**src/rtl/atou_cfg.svh**
```systemverilog
// Notes on behaviour
// trigger level bit picks output low or high
// trigger level applied only if update enabled
// each pin: digital input, open-drain or push-pull
// digital input levels readable in readback register
// open-drain: released when high, pulls low otherwise
// push-pull: always drives, one side on
// enable bit one: alerts update output
// per-output select picks alerting channels
// simultaneous triggers all load on next edge
`ifndef ATOU_CFG_SVH
`define ATOU_CFG_SVH

// ----------------------------------------
// register byte offsets
// ----------------------------------------
`define ATOU_OFF_PIN_DIGITAL 12'h000
`define ATOU_OFF_PIN_OUTPUT 12'h004
`define ATOU_OFF_PIN_PUSH_PULL 12'h008
`define ATOU_OFF_OUTPUT_LEVEL 12'h00c
`define ATOU_OFF_INPUT_READBACK 12'h010
`define ATOU_OFF_TRIG_ENABLE 12'h014
`define ATOU_OFF_TRIG_LEVEL 12'h018
`define ATOU_OFF_IRQ_STATUS 12'h01c
`define ATOU_OFF_IRQ_MASK 12'h020
`define ATOU_OFF_SEL_BASE 12'h040
`define ATOU_SEL_STRIDE 12'h004

// ----------------------------------------
// reset values
// ----------------------------------------
`define ATOU_RST_ZERO 8'h00
`define ATOU_RST_SEL 8'h02

// ----------------------------------------
// widths and limits
// ----------------------------------------
`define ATOU_DATA_W 32
`define ATOU_MAX_CH 8

`endif

```
**src/rtl/atou_pkg.sv**
```systemverilog
package atou_pkg;

    // per-pin function decoded from the three configuration bits
    typedef enum logic [1:0] {
        ATOU_PIN_ANALOG = 2'b00,
        ATOU_PIN_DIG_IN = 2'b01,
        ATOU_PIN_OPEN_DRAIN = 2'b10,
        ATOU_PIN_PUSH_PULL = 2'b11
    } atou_pin_mode_t;

    // bus answer state
    typedef enum logic [0:0] {
        ATOU_BUS_WAIT = 1'b0,
        ATOU_BUS_REPLY = 1'b1
    } atou_bus_state_t;

endpackage

```
**src/rtl/atou_sync.sv**
```systemverilog
`timescale 1ns/1ps
module atou_sync #(
    parameter int W = 8
) (
    // clock and reset
    input wire logic clk_in,
    input wire logic rst_n_in,
    // data
    input wire logic [W-1:0] d_in,
    output logic [W-1:0] q_out
);
    logic [W-1:0] meta;

    // two-stage synchroniser; first stage feeds only the second
    always_ff @(posedge clk_in or negedge rst_n_in) begin
        if (!rst_n_in) begin
            meta <= '0;
            q_out <= '0;
        end else begin
            meta <= d_in;
            q_out <= meta;
        end
    end
endmodule

```
**src/rtl/atou_top.sv**
```systemverilog
`timescale 1ns/1ps
`include "atou_cfg.svh"
module atou_top #(
    parameter int CH = 8,
    parameter int AW = 12
) (
    // clock and reset
    input wire logic MCLK_IN,
    input wire logic RESET_N_IN,
    // apb slave
    input wire logic PSEL_IN,
    input wire logic PENABLE_IN,
    input wire logic PWRITE_IN,
    input wire logic [AW-1:0] PADDR_IN,
    input wire logic [31:0] PWDATA_IN,
    input wire logic [3:0] PSTRB_IN,
    output logic [31:0] PRDATA_OUT,
    output logic PREADY_OUT,
    output logic PSLVERR_OUT,
    // alert flags from the converter, same clock
    input wire logic [CH-1:0] ALERT_FLAGS_IN,
    // channel pins
    input wire logic [CH-1:0] CHANNEL_PIN_IN,
    output logic [CH-1:0] CHANNEL_PIN_OUT,
    output logic [CH-1:0] CHANNEL_PIN_OE_OUT,
    // interrupt
    output logic IRQ_OUT
);
    import atou_pkg::*;

    // ----------------------------------------
    // elaboration checks
    // ----------------------------------------
    if (CH < 1 || CH > `ATOU_MAX_CH) begin : g_bad_ch
        $error("CH must lie between 1 and 8");
    end
    if (AW < 8 || AW > 12) begin : g_bad_aw
        $error("AW must lie between 8 and 12");
    end

    // ----------------------------------------
    // decode helpers
    // ----------------------------------------
    // address of the alert source select register of one output
    function automatic logic sel_hit(input logic [AW-1:0] addr, input int idx);
        logic [11:0] off;
        off = `ATOU_OFF_SEL_BASE + 12'(idx) * `ATOU_SEL_STRIDE;
        return 12'(addr) == off;
    endfunction

    // fixed register address match
    function automatic logic reg_hit(input logic [AW-1:0] addr, input logic [11:0] off);
        return 12'(addr) == off;
    endfunction

    // pin function from configuration bits
    function automatic atou_pin_mode_t pin_mode(input logic dig, input logic outp, input logic pp);
        atou_pin_mode_t m;
        m = ATOU_PIN_ANALOG;
        if (dig && !outp) begin
            m = ATOU_PIN_DIG_IN;
        end else if (dig && outp && !pp) begin
            m = ATOU_PIN_OPEN_DRAIN;
        end else if (dig && outp && pp) begin
            m = ATOU_PIN_PUSH_PULL;
        end
        return m;
    endfunction

    // ----------------------------------------
    // state
    // ----------------------------------------
    logic [CH-1:0] pin_digital;
    logic [CH-1:0] pin_output;
    logic [CH-1:0] pin_push_pull;
    logic [CH-1:0] output_level;
    logic [CH-1:0] input_level_readback;
    logic [CH-1:0] trigger_update_enable;
    logic [CH-1:0] trigger_output_level;
    logic [CH-1:0] irq_status;
    logic [CH-1:0] irq_mask;
    logic [CH-1:0] alert_source_select [CH];
    logic [CH-1:0] source_prev;
    logic [CH-1:0] pin_sync;
    atou_bus_state_t bus_state;

    // ----------------------------------------
    // apb decode
    // ----------------------------------------
    wire access = PSEL_IN & PENABLE_IN & (bus_state == ATOU_BUS_WAIT);
    wire wr = access & PWRITE_IN & PSTRB_IN[0];
    wire rd = access & ~PWRITE_IN;
    wire [CH-1:0] wdata = PWDATA_IN[CH-1:0];
    wire hit_dig = reg_hit(PADDR_IN, `ATOU_OFF_PIN_DIGITAL);
    wire hit_out = reg_hit(PADDR_IN, `ATOU_OFF_PIN_OUTPUT);
    wire hit_pp = reg_hit(PADDR_IN, `ATOU_OFF_PIN_PUSH_PULL);
    wire hit_lvl = reg_hit(PADDR_IN, `ATOU_OFF_OUTPUT_LEVEL);
    wire hit_rb = reg_hit(PADDR_IN, `ATOU_OFF_INPUT_READBACK);
    wire hit_en = reg_hit(PADDR_IN, `ATOU_OFF_TRIG_ENABLE);
    wire hit_tl = reg_hit(PADDR_IN, `ATOU_OFF_TRIG_LEVEL);
    wire hit_st = reg_hit(PADDR_IN, `ATOU_OFF_IRQ_STATUS);
    wire hit_mk = reg_hit(PADDR_IN, `ATOU_OFF_IRQ_MASK);
    logic [CH-1:0] hit_sel;
    logic [CH-1:0] sel_rdata;

    // select register read mux
    always_comb begin
        hit_sel = '0;
        sel_rdata = '0;
        for (int i = 0; i < CH; i++) begin
            hit_sel[i] = sel_hit(PADDR_IN, i);
            sel_rdata = sel_rdata | (hit_sel[i] ? alert_source_select[i] : '0);
        end
    end

    wire mapped = hit_dig | hit_out | hit_pp | hit_lvl | hit_rb | hit_en | hit_tl | hit_st | hit_mk | (|hit_sel);
    wire [CH-1:0] reg_rdata = ({CH{hit_dig}} & pin_digital) | ({CH{hit_out}} & pin_output)
        | ({CH{hit_pp}} & pin_push_pull) | ({CH{hit_lvl}} & output_level)
        | ({CH{hit_rb}} & input_level_readback) | ({CH{hit_en}} & trigger_update_enable)
        | ({CH{hit_tl}} & trigger_output_level) | ({CH{hit_st}} & irq_status)
        | ({CH{hit_mk}} & irq_mask) | sel_rdata;
    wire [31:0] next_prdata = (rd && mapped) ? {{(32-CH){1'b0}}, reg_rdata} : 32'h0000_0000;

    // ----------------------------------------
    // trigger logic, one lane per output
    // ----------------------------------------
    logic [CH-1:0] source_any;
    logic [CH-1:0] fire;
    genvar g;
    generate
        for (g = 0; g < CH; g++) begin : g_lane
            // any selected channel flag counts as this output's source
            assign source_any[g] = |(ALERT_FLAGS_IN & alert_source_select[g]);
            // fire on the rising edge of the source, only while enabled
            assign fire[g] = source_any[g] & ~source_prev[g] & trigger_update_enable[g];
        end
    endgenerate

    // all firing lanes load in the same edge; trigger beats a same-cycle software write
    wire [CH-1:0] sw_level = (wr && hit_lvl) ? wdata : output_level;
    wire [CH-1:0] next_output_level = (sw_level & ~fire) | (trigger_output_level & fire);

    // read of status clears, a new event in that cycle still sets
    wire [CH-1:0] next_irq_status = (irq_status & ~{CH{rd && hit_st}}) | fire;
    wire next_irq = |(next_irq_status & irq_mask);

    // ----------------------------------------
    // pin drive and readback
    // ----------------------------------------
    logic [CH-1:0] next_pin_out;
    logic [CH-1:0] next_pin_oe;
    logic [CH-1:0] next_readback;

    // per-pin driver; pins follow the level register one edge later
    always_comb begin
        next_pin_out = '0;
        next_pin_oe = '0;
        next_readback = '0;
        for (int i = 0; i < CH; i++) begin
            case (pin_mode(pin_digital[i], pin_output[i], pin_push_pull[i]))
                ATOU_PIN_DIG_IN: begin
                    next_readback[i] = pin_sync[i];
                end
                ATOU_PIN_OPEN_DRAIN: begin
                    next_pin_oe[i] = ~output_level[i]; // low only; released high
                end
                ATOU_PIN_PUSH_PULL: begin
                    next_pin_out[i] = output_level[i]; // always driven
                    next_pin_oe[i] = 1'b1;
                end
                default: begin
                    next_pin_oe[i] = 1'b0;
                end
            endcase
        end
    end

    // pins come from outside the clock domain
    atou_sync #(
        .W(CH)
    ) u_pin_sync (
        .clk_in(MCLK_IN),
        .rst_n_in(RESET_N_IN),
        .d_in(CHANNEL_PIN_IN),
        .q_out(pin_sync)
    );

    // ----------------------------------------
    // registers
    // ----------------------------------------
    // bus answer: one wait state, so ready is never stuck high across transfers
    always_ff @(posedge MCLK_IN or negedge RESET_N_IN) begin
        if (!RESET_N_IN) begin
            bus_state <= ATOU_BUS_WAIT;
            PREADY_OUT <= 1'b0;
            PSLVERR_OUT <= 1'b0;
            PRDATA_OUT <= 32'h0000_0000;
        end else begin
            bus_state <= access ? ATOU_BUS_REPLY : ATOU_BUS_WAIT;
            PREADY_OUT <= access;
            PSLVERR_OUT <= access & ~mapped;
            PRDATA_OUT <= next_prdata;
        end
    end

    // configuration written by software
    always_ff @(posedge MCLK_IN or negedge RESET_N_IN) begin
        if (!RESET_N_IN) begin
            pin_digital <= CH'(`ATOU_RST_ZERO);
            pin_output <= CH'(`ATOU_RST_ZERO);
            pin_push_pull <= CH'(`ATOU_RST_ZERO);
            trigger_update_enable <= CH'(`ATOU_RST_ZERO);
            trigger_output_level <= CH'(`ATOU_RST_ZERO);
            irq_mask <= CH'(`ATOU_RST_ZERO);
        end else if (wr) begin
            if (hit_dig) pin_digital <= wdata;
            if (hit_out) pin_output <= wdata;
            if (hit_pp) pin_push_pull <= wdata;
            if (hit_en) trigger_update_enable <= wdata;
            if (hit_tl) trigger_output_level <= wdata;
            if (hit_mk) irq_mask <= wdata;
        end
    end

    // alert source selects, one register per output
    generate
        for (g = 0; g < CH; g++) begin : g_sel
            always_ff @(posedge MCLK_IN or negedge RESET_N_IN) begin
                if (!RESET_N_IN) begin
                    alert_source_select[g] <= CH'(`ATOU_RST_SEL);
                end else if (wr && hit_sel[g]) begin
                    alert_source_select[g] <= wdata;
                end
            end
        end
    endgenerate

    // block state and outputs
    always_ff @(posedge MCLK_IN or negedge RESET_N_IN) begin
        if (!RESET_N_IN) begin
            output_level <= CH'(`ATOU_RST_ZERO);
            source_prev <= '0;
            irq_status <= '0;
            IRQ_OUT <= 1'b0;
            input_level_readback <= '0;
            CHANNEL_PIN_OUT <= '0;
            CHANNEL_PIN_OE_OUT <= '0;
        end else begin
            output_level <= next_output_level;
            source_prev <= source_any;
            irq_status <= next_irq_status;
            IRQ_OUT <= next_irq;
            input_level_readback <= next_readback;
            CHANNEL_PIN_OUT <= next_pin_out;
            CHANNEL_PIN_OE_OUT <= next_pin_oe;
        end
    end
endmodule

```
**config.mk**
```make
export PLATFORM = sky130hd
export DESIGN_NAME = atou_top
export DESIGN_NICKNAME = d
export VERILOG_FILES = /design/src/rtl/atou_pkg.sv /design/src/rtl/atou_sync.sv /design/src/rtl/atou_top.sv
export VERILOG_INCLUDE_DIRS = /design/src /design/src/rtl
export SDC_FILE = /design/constraint.sdc
export NUM_CORES = 1
export LEC_CHECK = 0
export ABC_AREA = 1
export BUFFER_PORTS_ARGS = -buffer_cell sky130_fd_sc_hd__buf_2
export CORE_ASPECT_RATIO = 1.5
export CORE_UTILIZATION = 47
export CTS_BUF_LIST = sky130_fd_sc_hd__clkbuf_4 sky130_fd_sc_hd__clkbuf_8 sky130_fd_sc_hd__clkbuf_16
export CTS_CLUSTER_SIZE = 30
export DETAILED_ROUTE_END_ITERATION = 16
export GPL_TIMING_DRIVEN = 0
export MAX_ROUTING_LAYER = met4
export PLACE_DENSITY = 0.67
export SYNTH_ARGS = -nofsm -noshare
export SYNTH_HDL_FRONTEND = slang
export SYNTH_SLANG_ARGS = --single-unit
```
**constraint.sdc**
```tcl
create_clock -name MCLK_IN -period 1.9 [get_ports MCLK_IN]
set_input_delay 0.38 -clock MCLK_IN [delete_from_list [all_inputs] [get_ports MCLK_IN]]
set_output_delay 0.38 -clock MCLK_IN [all_outputs]
set_load 0.005 [all_outputs]
```
==> results.md <==
- Min-delay worst type: in2reg
- Crit path max fanout: 10
- Total die area: 19500 µm²
- Crit path required time: 2.24 ns
- Util after Layout: 0.554
- Routed WL per cell: roughly 17 µm
- Min Hold Slack: 0.0387 ns
- Tot GR Track Use: 0.294
- Area Overhead vs Synth: 15.7%
- P_leak: between 5 and 6 nW
- Post-Synthesis Cell Area: 8880 µm²
- CP max stage delay: roughly 0.29 ns
- Setup CP Type: in2reg
- Antenna Cells: 0
- Post-Route Skew: between 0.015 and 0.02 ns
- CTS root buf: clkbuf_16
- Starting density of the core: 0.479
- Endpoint type of the worst setup path: flop
- Slew margin rel.: 0.475
- DP HPWL: 19700 µm
- Min-Delay Path Depth: 1
- TritonCTS buffer count: 17
- IO Pins: 120
- Pwr/cell area: 763 nW/µm²
- Die outline height: roughly 170 µm
- Non-filler cells, final: 1499
- Critical path arrival: around 2.2 ns
- Pin count of the biggest net entering global routing: roughly 130
- Flops & latches, synth: about 190
- Clock-pin slew on the worst setup and hold paths: about 0.070 ns
- Tcrit/Tclk final: 0.996
- Post-DP Area: 9620 µm²
- GRT overflow: 0
- Pre-antenna DRT Iters: 6
- CP Cell Sequence: buf_2 > inv_1 > nand2_1 > nor2_2 > buf_4 > nand2_1 > nor2_1 > nor3_1 > nand3_1 > nand2_2 > nor2_1
- Register-to-Register Path Depth: 8
- Share of cells above drive strength 1: 0.164
- Commonest cells after routing, fill and taps aside: nand2_1, dfrtp_1, nor2_1
- Vias: 7777
- CTS H-Tree Depth: 4
- Initial antenna violation count: 0
- CP Depth: 11
- FMAX: ~530 MHz
- Final GP Congestion: between 0.9 and 1
- Num Clock Sinks: 187
- Setup TNS: 0 ns
- Final ANT Viol Nets: 0
- First-pass GRT wire length: 40600 µm
- Outcome: finished clean
- Placed cell count: between 1000 and 1500
- Ys Warns: 0
- Netlist cell types: 26
- Post-Synthesis Cells: about 1100
- Die width: 114 µm
- Slew @ Worst Pin: 0.787 ns
- Proportion of synthesized chip area in sequential cells: 0.528
- Tmin final: approximately 1.9 ns
- Peak VDD IR: between 0.6 and 0.7 mV
- Vias in the first global route: ~7400
- Final setup fails: 0
- Clock buffer depth: 2
- Worst-skew pair later-pin latency: 0.45 ns
- Post-Syn Area per Cell: between 7 and 8 µm²
- CTS tree: built
- Crit start category: input pin
- Most common cell after layout, fill and taps aside: nand2_1
- Critical path buffer and inverter count: 3
- CP top delay family: simple AND/OR/NAND/NOR gates
- Core box area: 18500 µm²
- Pins Over Slew Limit: 0
- Port Buf Inserts: between 60 and 70
- Unrepaired setup endpoints after global routing: true
- Drt initial violations: between 700 and 800
- Row cnt: 61
- CP max stage cell: nor2_1
- Fin. Hold Viols: 0
- Drc violations: 0
- # nets final: approximately 1300
- Drt via density: slightly above 5
- Final wirelength: 26100 µm
- Design area: approximately 10000 µm²
- Max_cap viols: 0
-- registers in the layout, indices dropped and copies added, names as in the netlist, 8 cells and up, named ones only --
register / cells
irq_mask: 8
u_pin_sync.meta: 8
CHANNEL_PIN_OUT: 8
pin_output: 8
irq_status: 8
u_pin_sync.q_out: 8
trigger_output_level: 8
pin_push_pull: 8
trigger_update_enable: 8
pin_digital: 8
alert_source_select: 64
source_prev: 8
PRDATA_OUT: 8
CHANNEL_PIN_OE_OUT: 8
input_level_readback: 8
-- kinds of logic (layout without fill, tap and decap cells) --
group                  after synthesis  after routing  share of synthesized area
AO/OA/AOI/OAI                      138            138                     0.0781
other                                1             24                   0.000422
AND/OR/NAND/NOR                    669            669                      0.320
buffers and inverters              133            229                     0.0738
flip-flops                         187            187                      0.528
-- metrics by stage --
step                      setup WS [ns]  total power, mW
after detailed placement         -0.414             4.44
after CTS                      -0.00171             7.87
final                           0.00796             7.84
after global routing            -0.0615             8.06
after global placement            -2.57             4.43
after floorplan                   0.372             4.23
-- final timing paths --
| check | startpoint | end | slack [ns] |
|---|---|---|---|
| worst max-delay path | PADDR_IN[3] | PRDATA_OUT[4] | 0.008 |
| worst min-delay path | CHANNEL_PIN_IN[0] | u_pin_sync.meta[0] | 0.04 |
| worst max register to register | PREADY_OUT | alert_source_select[6] | 0.06 |
| worst min register to register | u_pin_sync.meta[5] | u_pin_sync.q_out[5] | 0.35 |
| max in group asynchronous | RESET_N_IN | alert_source_select[15] | 0.45 |
| min in group asynchronous | RESET_N_IN | CHANNEL_PIN_OUT[3] | 0.45 |
-- cell usage after synthesis --
cell | count | share of area
nand2_1 | 381 | 0.16
dfrtp_1 | 179 | 0.50
nor2_1 | 137 | 0.058
o21ai_0 | 107 | 0.060
nand3_1 | 106 | 0.060
inv_1 | 61 | 0.026
buf_4 | 32 | 0.027
clkbuf_1 | 23 | 0.0097
o21ai_1 | 18 | 0.010
a21oi_1 | 11 | 0.0062
buf_2 | 10 | 0.0056
nor2_2 | 10 | 0.0070
nor2_4 | 10 | 0.013
dfstp_2 | 8 | 0.024
nand2_2 | 8 | 0.0056
nand2_4 | 4 | 0.0051
nand4_1 | 4 | 0.0028
buf_6 | 3 | 0.0038
inv_2 | 3 | 0.0013
nand3_2 | 3 | 0.0034
a31oi_1 | 2 | 0.0014
nand3b_1 | 2 | 0.0017
nor3_1 | 2 | 0.0011
or2_2 | 2 | 0.0014
clkinv_2 | 1 | 0.00056
conb_1 | 1 | 0.00042
-- routing by layer --
metal	global-route usage	up-vias	share of wire
li1	-	3745	-
met3	0.0470	97	0.048
met4	0.182	0	0.062
met1	0.334	3640	0.39
met5	-	-	0
met2	0.485	295	0.50
-- power by group --
| group | leakage [nW] | switching (mW) | total (mW) | internal (mW) |
|---|---|---|---|---|
| Sequential | 2.55 | 0.00762 | 4.01 | 4.00 |
| Clock | 0.279 | 1.70 | 3.46 | 1.77 |
| Combinational | 2.45 | 0.270 | 0.370 | 0.0999 |
-- layout make-up --
class                   instances  area, µm²
plain buffers                  65        410
clock buffers                  18        439
clock inverters                14        125
fillers                      1811       8270
inverters                      65        245
multi-input cells             831       3650
flip-flops and latches        187       4690
well taps                     252        315
repair buffers                 67        395
-- repair_timing --
item                                   CTS  global route
setup endpoints to repair               45            57
pin swaps                                1             3
gates cloned                             0             0
endpoints found under the hold margin   57             0
setup buffers                            3             1
hold buffers                             1             0
gates resized for setup                  6            13
Note: power is estimated with default switching activity, not from simulation.
